[config.mk]
export PLATFORM = sky130hd
export DESIGN_NAME = acb_backend
export DESIGN_NICKNAME = d
export VERILOG_FILES = /design/src/rtl/acb_backend.v
export VERILOG_INCLUDE_DIRS = /design/src /design/src/rtl
export SDC_FILE = /design/constraint.sdc
export NUM_CORES = 1
export LEC_CHECK = 0
export ABC_AREA = 1
export BUFFER_PORTS_ARGS = -buffer_cell sky130_fd_sc_hd__buf_2
export CORE_ASPECT_RATIO = 0.6
export CORE_MARGIN = 2
export CORE_UTILIZATION = 37
export CTS_CLUSTER_DIAMETER = 60
export DETAILED_ROUTE_END_ITERATION = 16
export GPL_ROUTABILITY_DRIVEN = 0
export GPL_TIMING_DRIVEN = 0
export PLACE_DENSITY = 0.57
export SLEW_MARGIN = 20
export SYNTH_ARGS = -nofsm -noshare
export SYNTH_HDL_FRONTEND = slang
export SYNTH_SLANG_ARGS = --single-unit
[constraint.sdc]
create_clock -name pclk -period 4.8 [get_ports pclk]
set_input_delay 0 -clock pclk [delete_from_list [all_inputs] [get_ports pclk]]
set_output_delay 0 -clock pclk [all_outputs]
set_load 0.05 [all_outputs]
[src/rtl/acb_defines.vh]
// Offsets, fields, reset values and timing counts of the converter back end
`ifndef ACB_DEFINES_VH
`define ACB_DEFINES_VH
`define ACB_OFF_CTRL 8'h00
`define ACB_OFF_STAT 8'h04
`define ACB_OFF_OUTMODE 8'h08
`define ACB_OFF_IRQ 8'h0C
`define ACB_OFF_MASK 8'h10
`define ACB_CTRL_RST 32'h0000_0000
`define ACB_DIV_LSB 0
`define ACB_DIV_MSB 2
`define ACB_DCS_BIT 3
`define ACB_PWR_LSB 4
`define ACB_PWR_MSB 5
`define ACB_FMT_LSB 6
`define ACB_FMT_MSB 7
`define ACB_ILV_BIT 8
`define ACB_OEB_LSB 5
`define ACB_OEB_MSB 6
`define ACB_PWR_NORMAL 2'h0
`define ACB_PWR_DOWN 2'h1
`define ACB_PWR_STANDBY 2'h2
`define ACB_FMT_OFFBIN 2'h0
`define ACB_FMT_TWOS 2'h1
`define ACB_FMT_GRAY 2'h2
`define ACB_MODE_OFF 2'h0
`define ACB_MODE_OEB 2'h1
`define ACB_MODE_POWER_DOWN_PIN 2'h2
`define ACB_MODE_STBY 2'h3
`define ACB_IRQ_OVR 0
`define ACB_IRQ_LOCK 1
`define ACB_IRQ_PWR 2
`define ACB_LATENCY 8
`define ACB_CLK_NS 10
`define ACB_CLK_HZ 100000000
`define ACB_DCS_MIN_HZ 20000000
`define ACB_LOCK_NS 1500
`define ACB_LOCK_CYC ((`ACB_LOCK_NS + `ACB_CLK_NS - 1) / `ACB_CLK_NS)
`endif

[src/rtl/acb_backend.v]
// Clock divider, duty cycle stabilizer, power modes and output back end
`timescale 1ns/1ns
`include "acb_defines.vh"
module acb_backend #(
	parameter DW = 16,
	parameter AW = 18,
	parameter LOCK_CYC = `ACB_LOCK_CYC
) (
	input wire pclk,
	input wire presetn,
	input wire clk_en,
	input wire psel,
	input wire penable,
	input wire pwrite,
	input wire [7:0] paddr,
	input wire [31:0] pwdata,
	output wire pready,
	output wire pslverr,
	output wire [31:0] prdata,
	input wire [AW-1:0] sample_in,
	input wire serial_port_off_pin,
	input wire shared_powerdown_pin,
	input wire format_select_pin,
	input wire mode_pin,
	output wire conv_strobe,
	output wire ref_powered,
	output wire [DW-1:0] data_out,
	output wire [DW-1:0] data_oe_n,
	output wire over_range,
	output wire over_range_oe_n,
	output wire data_clock_out,
	output wire data_clock_oe_n,
	output wire irq
);
	localparam [AW-1:0] POS_FS = {{(AW-DW+1){1'b0}}, {(DW-1){1'b1}}};
	localparam [AW-1:0] NEG_FS = {{(AW-DW+1){1'b1}}, {(DW-1){1'b0}}};
	localparam HW = DW / 2;

	reg [31:0] ctrl_ff;
	reg [6:0] outmode_ff;
	reg [2:0] irq_ff;
	reg [2:0] mask_ff;
	reg [1:0] sync_a_ff;
	reg [1:0] sync_b_ff;
	reg [1:0] sync_c_ff;
	reg [1:0] sync_d_ff;
	reg [2:0] cnt_ff;
	reg int_clk_ff;
	reg [15:0] lock_cnt_ff;
	reg locked_ff;
	reg [3:0] cfg_ff;
	reg pd_ff;
	reg [DW:0] pipe_ff [0:`ACB_LATENCY-1];
	reg [DW-1:0] word_ff;
	reg or_ff;
	reg [DW-1:0] bus_ff;
	wire [DW-1:0] out_word;
	integer i;

	wire serial_mode;
	wire pd_pin_s;
	wire fmt_pin_s;
	wire mode_s;
	wire [1:0] mode_fn;
	wire [1:0] pwr_reg;
	wire [3:0] ratio;
	wire dcs_req;
	wire rate_ok;
	wire dcs_on;
	wire pwr_down;
	wire stby;
	wire halted;
	wire oeb_float;
	wire floating;
	wire [1:0] fmt;
	wire ilv;
	wire [2:0] nxt_cnt;
	wire [3:0] hi_len;
	wire nxt_int_clk;
	wire strobe;
	wire [3:0] nxt_cfg;
	wire wr;
	wire rd;
	wire addr_ok;
	wire [2:0] irq_set;
	wire irq_clr;

	// Two-flop synchronisers for the control pins
	// The pins are static straps or slow controls, so a level synchroniser is enough;
	// only the second stage is read, the first may go metastable.
	// After reset every pin reads low for two enabled edges, which means serial control.
	always @(posedge pclk or negedge presetn)
	begin
		if (!presetn)
		begin
			sync_a_ff <= 2'h0;
			sync_b_ff <= 2'h0;
			sync_c_ff <= 2'h0;
			sync_d_ff <= 2'h0;
		end
		else if (clk_en)
		begin
			sync_a_ff <= {sync_a_ff[0], serial_port_off_pin};
			sync_b_ff <= {sync_b_ff[0], shared_powerdown_pin};
			sync_c_ff <= {sync_c_ff[0], format_select_pin};
			sync_d_ff <= {sync_d_ff[0], mode_pin};
		end
	end
	assign serial_mode = ~sync_a_ff[1];
	assign pd_pin_s = sync_b_ff[1];
	assign fmt_pin_s = sync_c_ff[1];
	assign mode_s = sync_d_ff[1];

	// Mode selection from pins or from registers
	assign mode_fn = outmode_ff[`ACB_OEB_MSB:`ACB_OEB_LSB];
	assign pwr_reg = ctrl_ff[`ACB_PWR_MSB:`ACB_PWR_LSB];
	assign pwr_down = serial_mode ?
		((pwr_reg == `ACB_PWR_DOWN) | ((mode_fn == `ACB_MODE_POWER_DOWN_PIN) & mode_s))
		: pd_pin_s;
	assign stby = serial_mode & ~pwr_down &
		((pwr_reg == `ACB_PWR_STANDBY) | ((mode_fn == `ACB_MODE_STBY) & mode_s));
	assign halted = pwr_down | stby;
	assign ref_powered = ~pwr_down;
	assign oeb_float = serial_mode & (mode_fn == `ACB_MODE_OEB) & mode_s;
	assign floating = halted | oeb_float;
	assign fmt = serial_mode ? ctrl_ff[`ACB_FMT_MSB:`ACB_FMT_LSB]
		: {1'b0, fmt_pin_s};
	assign ilv = ctrl_ff[`ACB_ILV_BIT];

	// Divider: field holds ratio minus one, so every code is legal
	assign ratio = {1'b0, ctrl_ff[`ACB_DIV_MSB:`ACB_DIV_LSB]} + 4'h1;
	assign dcs_req = ctrl_ff[`ACB_DCS_BIT];
	// Below the minimum rate the loop is simply left idle
	assign rate_ok = (ratio * `ACB_DCS_MIN_HZ) <= `ACB_CLK_HZ;
	assign dcs_on = dcs_req & rate_ok & locked_ff;
	assign nxt_cnt = (cnt_ff == ratio[2:0] - 3'h1) ? 3'h0 : cnt_ff + 3'h1;
	// Stabilized high time is half the period; the rising edge never moves
	assign hi_len = dcs_on ? ((ratio + 4'h1) >> 1) : 4'h1;
	// Clock level for the cycle after this edge, taken from the present count.
	// The count is zero in the strobe cycle, so the clock rises on the very edge
	// that loads a new output word: data and data clock move together.
	// With the loop off the high phase is one pclk cycle wide, whatever the ratio.
	// With the loop on and locked it is half the period, rounded up for odd ratios,
	// which is the closest a single-edge design can get to an even duty cycle.
	// Ratio 1 keeps the clock high throughout, so it has no usable low phase.
	assign nxt_int_clk = ({1'b0, cnt_ff} < hi_len);
	assign strobe = (cnt_ff == 3'h0) & ~halted & clk_en;
	assign conv_strobe = strobe;

	// Internal conversion clock, also driven out as the data clock
	// Both low power states park it low so the far side sees no stray edge.
	always @(posedge pclk or negedge presetn)
	begin
		if (!presetn)
		begin
			cnt_ff <= 3'h0;
			int_clk_ff <= 1'b0;
		end
		else if (clk_en)
		begin
			if (halted)
			begin
				cnt_ff <= 3'h0; // Clock is shut down in both low power states
				int_clk_ff <= 1'b0;
			end
			else
			begin
				cnt_ff <= nxt_cnt;
				int_clk_ff <= nxt_int_clk;
			end
		end
	end

	// Lock timer restarts on any ratio or stabilizer enable change and on wake-up
	assign nxt_cfg = {ctrl_ff[`ACB_DCS_BIT], ctrl_ff[`ACB_DIV_MSB:`ACB_DIV_LSB]};
	always @(posedge pclk or negedge presetn)
	begin
		if (!presetn)
		begin
			cfg_ff <= 4'h0;
			pd_ff <= 1'b0;
			lock_cnt_ff <= 16'h0000;
			locked_ff <= 1'b0;
		end
		else if (clk_en)
		begin
			cfg_ff <= nxt_cfg;
			pd_ff <= halted;
			if ((nxt_cfg != cfg_ff) | halted | ~dcs_req | ~rate_ok)
			begin
				lock_cnt_ff <= 16'h0000;
				locked_ff <= 1'b0;
			end
			else if (lock_cnt_ff == LOCK_CYC[15:0] - 16'h0001)
				locked_ff <= 1'b1;
			else
				lock_cnt_ff <= lock_cnt_ff + 16'h0001;
		end
	end

	// Clamp and flag at input, then eight conversion-clock pipeline
	always @(posedge pclk or negedge presetn)
	begin
		if (!presetn)
		begin
			for (i = 0; i < `ACB_LATENCY; i = i + 1)
				pipe_ff[i] <= {(DW+1){1'b0}};
		end
		else if (strobe)
		begin
			if ($signed(sample_in) > $signed(POS_FS))
				pipe_ff[0] <= {1'b1, 1'b0, {(DW-1){1'b1}}};
			else if ($signed(sample_in) < $signed(NEG_FS))
				pipe_ff[0] <= {1'b1, 1'b1, {(DW-1){1'b0}}};
			else
				pipe_ff[0] <= {1'b0, sample_in[DW-1:0]};
			for (i = 1; i < `ACB_LATENCY; i = i + 1)
				pipe_ff[i] <= pipe_ff[i-1];
		end
	end

	// Output format; pipeline carries twos complement internally
	function [DW-1:0] acb_fmt;
		input [DW-1:0] tc;
		input [1:0] sel;
		reg [DW-1:0] ob;
		begin
			ob = {~tc[DW-1], tc[DW-2:0]};
			case (sel)
				`ACB_FMT_TWOS: acb_fmt = tc;
				`ACB_FMT_GRAY: acb_fmt = ob ^ (ob >> 1);
				default: acb_fmt = ob;
			endcase
		end
	endfunction

	// Formatted word leaving the last pipeline stage
	// Formatting happens at the output so a format change needs no pipeline flush;
	// words already in flight simply come out in the new format.
	assign out_word = acb_fmt(pipe_ff[`ACB_LATENCY-1][DW-1:0], fmt);

	// Output word updates on the conversion rising edge
	always @(posedge pclk or negedge presetn)
	begin
		if (!presetn)
		begin
			word_ff <= {DW{1'b0}};
			or_ff <= 1'b0;
		end
		else if (strobe)
		begin
			word_ff <= out_word;
			or_ff <= pipe_ff[`ACB_LATENCY-1][DW];
		end
	end

	// Bus is registered on the same edges as the data clock, so data sits on both edges
	// The phase select uses the clock level that this edge launches, never the old one,
	// otherwise the halves would swap against the clock they are meant to ride on.
	always @(posedge pclk or negedge presetn)
	begin
		if (!presetn)
			bus_ff <= {DW{1'b0}};
		else if (clk_en)
		begin
			if (!ilv)
				bus_ff <= strobe ? out_word : word_ff;
			else
			begin
				bus_ff[DW-1:HW] <= {HW{1'b0}};
				for (i = 0; i < HW; i = i + 1)
				begin
					// Odd bits in the high phase, even bits in the low phase
					if (nxt_int_clk)
						bus_ff[i] <= strobe ? out_word[2*i+1] : word_ff[2*i+1];
					else
						bus_ff[i] <= word_ff[2*i];
				end
			end
		end
	end

	assign data_out = bus_ff;
	assign over_range = or_ff;
	assign data_clock_out = int_clk_ff;
	// Upper lines stay floating in interleaved mode to free them
	assign data_oe_n = floating ? {DW{1'b1}}
		: (ilv ? {{(DW-HW){1'b1}}, {HW{1'b0}}} : {DW{1'b0}});
	assign over_range_oe_n = floating;
	assign data_clock_oe_n = floating;

	// Register map, one aligned word each
	// CTRL: ratio minus one, stabilizer enable, power state, format, interleave.
	// STATUS: power-down, standby, loop locked, stabilizer active, serial mode, driving.
	// OUTMODE: seven stored bits, of which two pick the mode pin function.
	// IRQ: over-range word out, lock gained, low power entered or left; read clears.
	// MASK: same layout as IRQ; the level interrupt is their masked OR.
	// Unused bits read as zero and ignore writes.
	// In pin mode the control fields for format and power are ignored,
	// but the divider and the interleave bit still come from CTRL.
	// A CTRL write that changes the ratio or the loop enable restarts the lock timer,
	// so software must not expect a stable data clock duty cycle until it locks again.

	// APB slave: zero wait states, error on unmapped offsets
	// Read data is combinational; it is only valid in the access phase.
	assign addr_ok = (paddr == `ACB_OFF_CTRL) | (paddr == `ACB_OFF_STAT) |
		(paddr == `ACB_OFF_OUTMODE) | (paddr == `ACB_OFF_IRQ) | (paddr == `ACB_OFF_MASK);
	assign wr = psel & penable & pwrite & addr_ok;
	assign rd = psel & penable & ~pwrite;
	assign pready = 1'b1;
	assign pslverr = psel & penable & ~addr_ok;
	assign prdata = ~rd ? 32'h0000_0000 :
		(paddr == `ACB_OFF_CTRL) ? {23'h000000, ctrl_ff[8:0]} :
		(paddr == `ACB_OFF_STAT) ? {26'h0000000, ~floating, serial_mode,
			dcs_on, locked_ff, stby, pwr_down} :
		(paddr == `ACB_OFF_OUTMODE) ? {25'h0000000, outmode_ff} :
		(paddr == `ACB_OFF_IRQ) ? {29'h00000000, irq_ff} :
		(paddr == `ACB_OFF_MASK) ? {29'h00000000, mask_ff} : 32'h0000_0000;

	// Sticky events: a read clears, a simultaneous event still wins
	assign irq_set = {(halted != pd_ff), (locked_ff == 1'b0) & (lock_cnt_ff == LOCK_CYC[15:0] - 16'h0001)
		& ~((nxt_cfg != cfg_ff) | halted | ~dcs_req | ~rate_ok), strobe & pipe_ff[`ACB_LATENCY-1][DW]};
	assign irq_clr = rd & (paddr == `ACB_OFF_IRQ) & clk_en;
	always @(posedge pclk or negedge presetn)
	begin
		if (!presetn)
		begin
			ctrl_ff <= `ACB_CTRL_RST;
			outmode_ff <= 7'h00;
			irq_ff <= 3'h0;
			mask_ff <= 3'h0;
		end
		else if (clk_en)
		begin
			if (wr & (paddr == `ACB_OFF_CTRL))
				ctrl_ff <= {23'h000000, pwdata[8:0]};
			if (wr & (paddr == `ACB_OFF_OUTMODE))
				outmode_ff <= pwdata[6:0];
			if (wr & (paddr == `ACB_OFF_MASK))
				mask_ff <= pwdata[2:0];
			irq_ff <= (irq_ff & {3{~irq_clr}}) | irq_set;
		end
	end
	assign irq = |(irq_ff & mask_ff);
endmodule // acb_backend

# ---- After elaboration in Yosys (flattened, before gate mapping)
# Index checks and enable logic that the tools add are counted.
dict set report classes {
  n_addsub 5
  mul 1
  n_lt_le_gt_ge 4
  eq_ne 16
  mux 39
  bitwise_logic 50
  reduce_logical 9
}
# cell count
set op_table {}
lappend op_table {{16-bit two-way mux} 6}
lappend op_table {{17-bit two-way mux} 2}
lappend op_table {{16-bit one-hot mux with 2 select lines} 1}
lappend op_table {{29-bit by 27-bit less-or-equal comparator with 1-bit output, second input constant} 1}
lappend op_table {{1-bit bitwise AND} 23}
lappend op_table {{4-bit by 17-bit multiplier with 21-bit output, second input constant} 1}
lappend op_table {{1-bit two-way mux} 20}
lappend op_table {{18-bit by 16-bit greater-than comparator with 1-bit output, second input constant} 1}
lappend op_table {{18-bit by 16-bit < comparator with 1-bit output, second input constant} 1}
lappend op_table {{9-bit two-way mux} 2}
lappend op_table {{16-bit by 1-bit adder with 16-bit output, second input constant} 1}
lappend op_table {{16-bit by 8-bit equality test with 1-bit output, second input constant} 1}
lappend op_table {{8-bit by 4-bit equality test with 1-bit output, second input constant} 2}
lappend op_table {{16-bit by 15-bit XOR with 16-bit output} 1}
lappend op_table {{3-bit two-way mux} 5}
lappend op_table {{7-bit two-way mux} 2}
lappend op_table {{1-bit inverter} 12}
lappend op_table {{1-bit OR} 11}
lappend op_table {{2-bit AND reduction} 5}
lappend op_table {{2-bit equality test, second input constant} 4}
lappend op_table {{8-bit by 3-bit equality test with 1-bit output, second input constant} 1}
lappend op_table {{8-bit by 5-bit equality test with 1-bit output, second input constant} 1}
lappend op_table {{8-bit logical NOT} 1}
lappend op_table {{3-bit bitwise AND} 2}
lappend op_table {{15 further kinds} 17}
dict set report totals {
  register_bits 225
  in_bits 68
  out_inout_bits 73
  word_cells 149
}

# ---- Depth between registers and ports, before layout
# Gate-level depths: netlist of the first run.
dict set report logic_depth {
  ltp_word 14
  ltp_mapped 32
  mapped_depth_nobuf 32
}

# ---- Worst setup path after synthesis of the first run
# Ideal clock, no wire load.
dict set report synth_path {
  path_kind {flip-flop to flip-flop}
  startpoint {reg ctrl_ff[0]}
  endpoint {reg bus_ff[1] (netlist: data_out[1])}
  setup_time_ps 65
  arrival_ps 4429
  required_ps 4735
  path_slack_ps 306
  path_stages_with_launch 27
  path_buffers 1
  period_less_slack_ps 4494
  path_cell_list {dfrtp_1 buf_4 inv_1 ha_1 ha_1 inv_1 fa_1 inv_1 ha_1 nand3_1 nand3_2 nand2_2 nand2_2 nand2_1 and2_1 nor3_1 nand3_1 nand2_1 nand2_2 nor2_1 nand2_1 ha_1 a21oi_1 nand2_2 nand2_1 nand3_1 nand2_1}
}
dict set report synth_between {
  elab_chain_cells 9
  word_cells_on_any_way 10
  classes_between {2 x add/sub; 1 x mul; 2 x order compare; 3 x mux; 2 x bitwise}
}
# element line_no
set synth_lines {}
lappend synth_lines {{from (decl)} acb_backend.v:39} ;# reg [31:0] ctrl_ff;
lappend synth_lines {{from (signal assigned)} acb_backend.v:328} ;# ctrl_ff <= `ACB_CTRL_RST;
lappend synth_lines {{from (signal assigned)} acb_backend.v:336} ;# ctrl_ff <= {23'h000000, pwdata[8:0]};
lappend synth_lines {{3-bit by 1-bit adder with 4-bit output *} acb_backend.v:131} ;# assign ratio = {1'b0, ctrl_ff[`ACB_DIV_MSB:`ACB_DIV_LSB]} + 4'h1;
lappend synth_lines {{4-bit by 17-bit multiplier with 21-bit output (no line)} n/a}
lappend synth_lines {{29-bit by 27-bit less-or-equal comparator with 1-bit output (no line)} n/a}
lappend synth_lines {{1-bit bitwise AND (2 in a row)} acb_backend.v:135} ;# assign dcs_on = dcs_req & rate_ok & locked_ff;
lappend synth_lines {{3-bit two-way mux *} acb_backend.v:138} ;# assign hi_len = dcs_on ? ((ratio + 4'h1) >> 1) : 4'h1;
lappend synth_lines {{3-bit < comparator *} acb_backend.v:146} ;# assign nxt_int_clk = ({1'b0, cnt_ff} < hi_len);
lappend synth_lines {{1-bit two-way mux *} acb_backend.v:274} ;# if (nxt_int_clk)
lappend synth_lines {{16-bit two-way mux *} acb_backend.v:266} ;# if (!ilv)
lappend synth_lines {{to (signal assigned)} acb_backend.v:267} ;# bus_ff <= strobe ? out_word : word_ff;
lappend synth_lines {{to (signal, indexed assignment)} acb_backend.v:275} ;# bus_ff[i] <= strobe ? out_word[2*i+1] : word_ff[2*i+1];
lappend synth_lines {{to (signal, indexed assignment)} acb_backend.v:277} ;# bus_ff[i] <= word_ff[2*i];
lappend synth_lines {{to (decl)} acb_backend.v:56} ;# reg [DW-1:0] bus_ff;
# Mark *: on every way between the ends. The rest lies on a longest branch, timed or not.
# A chain may end at the register's enable or synchronous reset.

# ---- Worst setup path in the final report of the first run
dict set report layout_path {
  startpoint {reg ctrl_ff[0]}
  endpoint {out prdata[3]}
}
dict set report layout_between {
  elab_chain_cells 8
}
# element line_no
set layout_lines {}
lappend layout_lines {{3-bit by 1-bit adder with 4-bit output} acb_backend.v:131}
lappend layout_lines {{4-bit by 17-bit multiplier with 21-bit output (no line)} n/a}
lappend layout_lines {{29-bit by 27-bit less-or-equal comparator with 1-bit output (no line)} n/a}
lappend layout_lines {{1-bit bitwise AND (2 in a row)} acb_backend.v:135}
lappend layout_lines {{7-bit two-way mux} acb_backend.v:314} ;# (paddr == `ACB_OFF_STAT) ? {26'h0000000, ~floating, serial_mode,
lappend layout_lines {{9-bit two-way mux} acb_backend.v:313} ;# (paddr == `ACB_OFF_CTRL) ? {23'h000000, ctrl_ff[8:0]} :
lappend layout_lines {{9-bit two-way mux} acb_backend.v:312} ;# assign prdata = ~rd ? 32'h0000_0000 :
lappend layout_lines {{to (decl)} acb_backend.v:19} ;# output wire [31:0] prdata,
# Every way passes these cells.

==> run metrics, run 1 <==
status=finished clean; Port Buffers=93; max_cap viols=0; Final Skew=8.91 ps; largest family of logic cells by synthesized area=simple AND/OR/NAND/NOR gates; period utilization=96.3%; slew margin rel.=27.8%; GRT Residual Overflow=0; power per cell area=426 nW/um2; WS Path Type=register to output port; Max Clk Rate=216 MHz; max-slew violations=0; Post-Route WL=30600 um; Reg clk slew, reported paths=60 ps; CTS Buf Count=23; number of H-tree levels=1; fraction of synthesized area in multiplexers=0.198%; finished layout cell area=approximately 14000 um2; WHS=15.1 ps; VDD IR max=about 0.32 mV; synth warn=0; total track usage=19.1%; crit path DAT=4620 ps; Post-Synth XOR/XNOR Area=2.15%; clk buf depth=3; Antenna diodes=0; DRT iter0 DRCs=740; worst-skew pair later-pin latency=530 ps; Final setup viols=0; Starting Density=between 30% and 40%; die width=230 um; Layout fillers=2964; initial antenna violation count=0; Core Rows=49; CTS tree=built; Area Growth Syn to Fin=22.3%; worst hold path class=input port to register; DR vias=9667; Netlist cell types=50; maximum fanout along the worst path=7; DR pass1 iterations=5; Compound-Gate Fraction of Synth Area=9.38%; Post-DP Area=roughly 12000 um2; Post-Syn Area per Cell=8.04 um2; area of the core=roughly 30000 um2; CP Capture Type=output port; Die ar.=about 32000 um2; Final #Nets=1712; Sink Count=225; drt wl/cell=15.1 um; Final Core Density=46.2%; CTS root buf=clkbuf_16; pin slew with the least headroom to its limit=1070 ps; Adder-Cell Fraction of Synth Area=3.98%; HPWL Detailed=22600 um; Vias/cell=between 4 and 5; cells after synthesis=1415; Die Ht=approximately 140 um; post-synthesis sequential area ratio=49.5%; LEAKAGE=~7 nW; number of global-route vias before repair=between 8000 and 9000; WP data required=4800 ps; layout cells sized above 1=15.9%; Synth Area in Simple Gates=25.1%; min Tclk post-route=4620 ps; drc violations=0; Startpoint Class=register; final hold vios=0; Boundary Pins=~140; pin count of the biggest net entering global routing=95; Final ANT Viol Nets=0; number of synthesized register bits=225; Post-Syn Area=11400 um2; global-route wire length before repair=48900 um
-- cell families after synthesis --
family	after synthesis
other	2
AO/OA/AOI/OAI	195
AND/OR/NAND/NOR	692
buffers and inverters	237
multiplexers	2
XOR/XNOR	27
adder cells (fa/ha/maj)	35
flip-flops	225
-- synth_stat cells (all sizes together) --
cell / number / area, um2
nand3b: 2 / 15.0
o311ai: 1 / 8.76
nor4: 5 / 46.3
nor3b: 3 / 22.5
nor3: 10 / 61.3
o22ai: 4 / 25.0
or2: 1 / 6.26
xor2: 13 / 121
a22oi: 1 / 7.51
o211ai: 4 / 30.0
a31oi: 3 / 18.8
a31o: 1 / 8.76
nand2: 541 / 2050
mux2: 2 / 22.5
and2: 1 / 6.26
conb: 2 / 7.51
fa: 2 / 40.0
clkbuf: 23 / 86.3
xnor2: 14 / 123
dfrtp: 225 / 5630
o31ai: 4 / 30.0
clkinv: 2 / 7.51
a21boi: 2 / 15.0
nand4: 19 / 119
or4: 1 / 7.51
buf: 69 / 467
o21bai: 1 / 11.3
inv: 143 / 537
o21ai: 142 / 711
a221oi: 1 / 8.76
ha: 33 / 413
nand3: 64 / 325
a21oi: 27 / 158
nor2: 45 / 191
a211oi: 4 / 35.0
-- metrics by stage --
stage               std cells  setup WS [ps]  TNS (ps)  power (mW)
floorplan                1437            306         0        3.67
global placement         1938           -960    -83830        4.08
detailed placement       1940          -1020     -8480        4.12
CTS                      2028           28.2         0        5.98
global route             2034          -17.7     -54.6        6.29
finish                   2034            178         0        5.92
-- report_power, final --
group	switching, mW	leakage (nW)	internal [mW]	total, mW
clock	0.775	0.379	1.04	1.81
sequential	0.320	2.96	2.41	2.73
combinational	0.927	3.85	0.447	1.37
total	2.02	7.19	3.90	5.92
-- path summary, 6_finish.rpt --
path                       slack, ps  cells after the start         endpoint          start
setup / recovery                 180                     21        prdata[3]     ctrl_ff[0]
min in group asynchronous         70                      3  lock_cnt_ff[11]        presetn
hold reg to reg                  470                      2     pipe_ff[111]   pipe_ff[128]
max in group asynchronous       4250                      3       ctrl_ff[1]        presetn
hold / removal                    20                      5     pipe_ff[121]  sample_in[15]
setup reg to reg                 230                     26      data_out[5]     ctrl_ff[0]
-- layer usage --
layer  up-vias  routed length, um  global-route usage, %
met2       274              11000                   23.6
li1       4822                  -                      -
met4         0                398                   2.78
met5         -                  0                      0
met1      4537              17200                   33.2
met3        34               2000                   3.52
-- flip-flops by register name (all words and copies together) (netlist names), 2 cells and up --
register     flops
sync_b_ff        2
cnt_ff           3
irq_ff           3
lock_cnt_ff     16
mask_ff          3
sync_a_ff        2
cfg_ff           4
sync_d_ff        2
pipe_ff        136
ctrl_ff          9
data_out        16
sync_c_ff        2
outmode_ff       7
word_ff         16
-- layout by cell type (no fill, tap or decap), types with 5 or more instances in the layout --
master,Yosys,final
ha_1,33,26
inv_1,141,140
o21ai_0,131,131
buf_4,43,56
nand4_1,19,19
buf_2,19,110
xnor2_1,14,14
nand3_1,63,63
dlygate4sd3_1,0,35
a21oi_1,23,22
xor2_1,12,11
nor3_1,9,9
clkinv_2,0,5
nand2_1,533,532
o21ai_1,11,11
ha_4,0,6
dfrtp_1,225,223
clkbuf_16,0,23
buf_6,3,5
nor2_1,40,39
clkbuf_8,0,6
nand2_2,8,8
conb_1,2,24
clkbuf_1,23,27
-- final cells by class --
class	instances	area [um2]	area share, %
buffer	92	561	4.03
clock buffer	33	673	4.84
clock inverter	9	91.3	0.656
inverter	145	548	3.94
multi-input combinational	976	4870	35.0
sequential	225	5630	40.5
tap	408	510	3.67
timing repair buffer	146	1020	7.36
-- worst max-delay path, stage by stage, from the launching register on --
cell and delay, ps:
dfrtp_2 400, buf_6 140, clkinvlp_4 120, ha_4 290, buf_4 160, ha_1 260, xnor2_1 140, ha_1 240
fa_1 460, xor2_1 160, nand3_1 140, nor2_1 170, nand2_1 80, nor3_1 180, nand3_1 100, nand2_1 110
nand2_2 100, nor2_4 140, buf_4 130, nand2_1 50, a21oi_1 210, clkbuf_4 280
-- timing repair --
| action | CTS | global route |
|---|---|---|
| setup endpoints to repair | 10 | 10 |
| buffers inserted | 9 | 6 |
| hold buffers | 36 | 0 |
| pin swaps | 2 | 5 |
| gates resized for setup | 13 | 14 |
| gates cloned | 1 | 0 |
| endpoints found under the hold margin | 266 | 0 |
Note: power is estimated with default switching activity, not from simulation.
==> run 2, diff against run 1 <==
==> constraint.sdc (replaced) <==
create_clock -name pclk -period 4.8 [get_ports pclk]
set_input_delay 0 -clock pclk [delete_from_list [all_inputs] [get_ports pclk]]
set_output_delay 0 -clock pclk [all_outputs]
set_load 0.02 [all_outputs]
==> run 2 against run 1 <==
Net effect: maximum frequency rose by 1.1%; count of clock-buffer cells in the layout did not move; sequential cell count did not move; via count barely moved; worst setup slack improved by 50 ps; cell count did not move; routed wire length barely moved; clock skew barely moved; sequential share of layout area barely moved; non-clock buffer count did not move.
==> run metrics, run 2 (same netlist as run 1, synthesis figures left out) <==
Area Growth Syn to Fin=22.3% (about the same); Die Ht=140 um (unchanged); CTS tree=built; layout cells sized above 1=15.9% (unchanged); Top cell by count, worst path=nand2_1; VDD IR max=0.314 mV (-0.37%); drc violations=0 (unchanged); reg-to-reg slack, setup=230 ps (about the same); pin slew with the least headroom to its limit=1070 ps (unchanged); Final #Nets=1712 (unchanged); DRT iter0 DRCs=740 (unchanged); initial antenna violation count=0 (unchanged); DR pass1 iterations=5 (unchanged); r2r worst-path depth=26 (unchanged); Boundary Pins=141 (unchanged); Die ar.=32200 um2 (unchanged); Post-DP Area=12500 um2 (unchanged); CTS root buf=clkbuf_16; Startpoint Class=register; CTS Buf Count=23 (unchanged); Post-Route WL=30600 um (about the same); area of the core=30100 um2 (unchanged); worst-skew pair later-pin latency=530 ps (about the same); FF-to-FF Start=ctrl_ff[0]; most frequent cells in the layout=nand2_1, dfrtp_1, inv_1, o21ai_0, buf_2; Design Power=5.73 mW (-3.3%); clk buf depth=3 (unchanged); maximum fanout along the worst path=10 (+3); max FFs per register=136 (unchanged); die width=230 um (unchanged); Reg clk slew, reported paths=60 ps (about the same); total track usage=19.1% (unchanged); Final Skew=8.94 ps (+0.0304 ps); GRT Residual Overflow=0 (unchanged); Biggest register=pipe_ff; pin count of the biggest net entering global routing=95 (unchanged); WP data required=5210 ps (+410 ps); Sink Count=225 (unchanged); hold path start=sample_in[15]; Vias/cell=4.76 (about the same); min Tclk post-route=4570 ps (-49.8 ps); Max Clk Rate=219 MHz (+1.1%); HPWL Detailed=22600 um (unchanged); Hold Path Sink=pipe_ff[121]; finished layout cell area=13900 um2 (about the same); global-route wire length before repair=48900 um (unchanged); Reg2Reg Capture Point=data_out[5]; CP max stage cell=fa_1; Final ANT Viol Nets=0 (unchanged); CP delay by family, top=simple AND/OR/NAND/NOR gates; commonest non-fill, non-tap cell in the layout=nand2_1; LEAKAGE=7.19 nW (about the same); Antenna diodes=0 (unchanged); max_cap viols=0 (unchanged); hold path cells=5 (unchanged); Final setup viols=0 (unchanged); crit path DAT=4990 ps (+370 ps); CP Capture Type=register; Setup TNS Final=0 ps (unchanged); slew margin rel.=27.8% (unchanged); period utilization=95.3% (-1.0 points); worst path buffer plus inverter count=4 (-1); worst hold path class=input port to register; status=finished clean; Core Rows=49 (unchanged); DR vias=9674 (+0.072%); power per cell area=412 nW/um2 (-3.3%); number of H-tree levels=1 (unchanged); number of global-route vias before repair=8830 (unchanged); max-slew violations=0 (unchanged); final hold vios=0 (unchanged); Starting Density=37.8% (unchanged); WS Path Type=register to register; Port Buffers=93 (unchanged); CP peak stage delay=460 ps (about the same); drt wl/cell=15.1 um (about the same)
-- run 2: cell types whose count changed in the layout (fill, tap and decap cells not counted) --
cell,previous run,this run
buf_2,110,111
clkbuf_4,1,0
-- run 2: how the worst max path moves through the flow --
stage / startpoint / end / slack [ps] / cells after the start
2_1_floorplan: ctrl_ff[0] / data_out[1] / 310 / 26
3_3_place_gp: ctrl_ff[0] / data_out[5] / -960 / 26
3_5_place_dp: ctrl_ff[0] / data_out[5] / -1020 / 26
4_1_cts: ctrl_ff[0] / data_out[5] / 30 / 28
5_1_grt: ctrl_ff[0] / data_out[5] / -20 / 26
6_report: ctrl_ff[0] / data_out[5] / 230 / 26
-- run 2: area by class of cell --
class,instances,area [um2]
multi-input combinational,976,4870
buffer,92,561
inverter,145,548
tap,408,510
timing repair buffer,146,1020
fill,2964,16200
clock inverter,9,91.3
sequential,225,5630
clock buffer,33,673
-- run 2: tightest hold or removal path, cell delays in order --
cell and delay [ps]:
buf_2 100, inv_1 50, a21oi_1 120, o21ai_0 150, o21ai_0 90
-- run 2: timing repair --
| item | CTS | global route |
|---|---|---|
| endpoints found under the setup margin | 10 | 10 |
| gates cloned | 1 | 0 |
| hold buffers | 36 | 0 |
| gates resized for setup | 13 | 13 |
| pin swaps | 2 | 5 |
| buffers inserted | 9 | 6 |
| endpoints found under the hold margin | 266 | 0 |
-- run 2: stage by stage --
step,worst slack (ps),hold WS [ps],std cells,util (%)
global route,-17.3,85.4,2034,46.2
global placement,-960,243,1938,41.3
detailed placement,-1020,-61.1,1940,41.5
finish,228,15.3,2034,46.2
floorplan,306,-296,1437,-
CTS,28.2,7.12,2028,45.8
-- run 2: routing by layer --
metal | GRT usage (%) | part of all wire (%) | up-vias
met5 | 0 | 0 | -
met4 | 2.78 | 1.3 | 0
met3 | 3.52 | 6.7 | 34
met2 | 23.6 | 36 | 286
met1 | 33.2 | 56 | 4532
li1 | - | - | 4822
-- run 2: power by group --
| part | total [mW] | switching [mW] | internal, mW |
|---|---|---|---|
| Combinational | 1.18 | 0.733 | 0.446 |
| Sequential | 2.73 | 0.320 | 2.41 |
| Clock | 1.81 | 0.775 | 1.04 |
==> run 3, diff against run 2 <==
SETUP_SLACK_MARGIN = 0.3   (was default)
==> run 3 against run 2 <==
Net effect: non-clock buffer count rose by 7; cell area rose by 1.2%; largest power group unchanged; routed wire length rose by 0.35%; via count barely moved; maximum frequency rose by 5.3%.
==> run metrics, run 3 (same netlist as run 1, synthesis figures left out) <==
initial antenna violation count=0 (unchanged); hold path cells=5 (unchanged); WS Path Type=register to register; Reg2Reg Capture Point=data_out[5]; DR pass1 iterations=8 (+3); min Tclk post-route=4340 ps (-229 ps); Reg clk slew, reported paths=70 ps (about the same); GRT Residual Overflow=0 (unchanged); clk buf depth=3 (unchanged); Max Clk Rate=230 MHz (+5.3%); DRT iter0 DRCs=882 (+19%); commonest non-fill, non-tap cell in the layout=nand2_1; Boundary Pins=141 (unchanged); FF-to-FF Start=ctrl_ff[2]; reg-to-reg slack, setup=460 ps (+230 ps); Hold Path Sink=pipe_ff[121]; final hold vios=0 (unchanged); number of H-tree levels=1 (unchanged); LEAKAGE=7.29 nW (+1.4%); Core Rows=49 (unchanged); power per cell area=407 nW/um2 (-1.0%); Die Ht=140 um (unchanged); worst hold path class=input port to register; Antenna diodes=0 (unchanged); Startpoint Class=register; Area Growth Syn to Fin=23.8%; worst-skew pair later-pin latency=540 ps (about the same); Final Skew=13.8 ps (+4.83 ps); DR vias=9673 (-0.010%); crit path DAT=4810 ps (-180 ps); Biggest register=pipe_ff; unrepaired setup endpoints after global routing=true; slew margin rel.=30.9% (+3.1 points); Final #Nets=1719 (+0.41%); Final setup viols=0 (unchanged); CP peak stage delay=500 ps (+40 ps); max FFs per register=136 (unchanged); CTS root buf=clkbuf_16; drc violations=0 (unchanged); pin count of the biggest net entering global routing=95 (unchanged); Layout fillers=2947 (-0.57%); drt wl/cell=15.1 um (about the same); CTS tree=built; status=finished clean; WHS=14.9 ps (-0.359 ps); Design Power=5.74 mW (+0.17%); global-route wire length before repair=49100 um (+0.45%); number of global-route vias before repair=8846 (+0.18%); Post-DP Area=12500 um2 (unchanged); Final Core Density=46.8% (+0.56 points); layout cells sized above 1=17.5% (+1.6 points); CP Capture Type=register; Top cell by count, worst path=nand2_1; CTS Buf Count=23 (unchanged); max_cap viols=0 (unchanged); Die ar.=32200 um2 (unchanged); most frequent cells in the layout=nand2_1, dfrtp_1, inv_1, o21ai_0, buf_2; max-slew violations=0 (unchanged); total track usage=19.2% (+0.11 points); finished layout cell area=14100 um2 (+1.2%); r2r worst-path depth=25 (-3.8%); hold path start=sample_in[15]; Port Buffers=93 (unchanged); VDD IR max=0.315 mV (+0.37%); Final ANT Viol Nets=0 (unchanged); Vias/cell=4.74 (-0.35%); die width=230 um (unchanged); CP max stage cell=fa_1; Starting Density=37.8% (unchanged); area of the core=30100 um2 (unchanged); Post-Route WL=30700 um (+0.35%); Sink Count=225 (unchanged); period utilization=90.5% (-4.8 points); maximum fanout along the worst path=7 (-3); WP data required=5260 ps (+50 ps); pin slew with the least headroom to its limit=1030 ps (-46.3 ps); HPWL Detailed=22600 um (unchanged); Setup TNS Final=0 ps (unchanged)
==> run 3: power by group <==
group / leakage (nW) / total (mW) / switching, mW / internal, mW
sequential: 2.96 / 2.73 / 0.320 / 2.41
combinational: 3.95 / 1.19 / 0.739 / 0.448
clock: 0.379 / 1.82 / 0.776 / 1.04
==> run 3: how the worst max path moves through the flow <==
| stage | from | to | slack, ps |
|---|---|---|---|
| after floorplan | ctrl_ff[0] | data_out[1] | 310 |
| after global placement | ctrl_ff[0] | data_out[5] | -960 |
| after detailed placement | ctrl_ff[0] | data_out[5] | -1020 |
| after CTS | ctrl_ff[0] | data_out[5] | 310 |
| after global routing | ctrl_ff[2] | data_out[5] | 270 |
| final | ctrl_ff[2] | data_out[5] | 460 |
==> run 3: cell type report <==
cell class | instances | area, um2 | area share [%]
Buffer | 92 | 557 | 3.95
Clock buffer | 33 | 673 | 4.78
Clock inverter | 9 | 91.3 | 0.649
Inverter | 145 | 548 | 3.89
Multi-Input combinational cell | 976 | 4980 | 35.3
Sequential cell | 225 | 5630 | 40.0
Tap cell | 408 | 510 | 3.63
Timing Repair Buffer | 153 | 1090 | 7.76
==> run 3: stage by stage <==
step	setup slack [ps]	cells
2_1_floorplan	306	1437
3_3_place_gp	-960	1938
3_5_place_dp	-1020	1940
4_1_cts	308	2031
5_1_grt	270	2041
6_report	457	2041
==> run 3: layer usage <==
| metal | vias up | GRT usage (%) | part of all wire [%] |
|---|---|---|---|
| li1 | 4839 | - | - |
| met1 | 4487 | 33.3 | 55 |
| met2 | 315 | 23.9 | 36 |
| met3 | 32 | 3.52 | 7.2 |
| met4 | 0 | 2.78 | 1.3 |
| met5 | - | 0 | 0 |
==> run 3: repair_timing <==
action                                  in CTS  in global routing
hold buffers                                36                  0
endpoints found under the hold margin      266                  0
gates cloned                                 1                  0
gates resized for setup                     21                 31
buffers inserted                            12                 10
endpoints found under the setup margin      10                 10
pin swaps                                    3                 15
==> run 3: critical path, delay by kind of cell, from the launching register on <==
family	cells	cell delay (ps)
and+or+nand+nor	13	1360
adders and majority gates	4	1310
buffers and inverters	5	610
DFF	1	450
xor gates and xnor gates	2	340
AOI/OAI and AO/OA	1	200
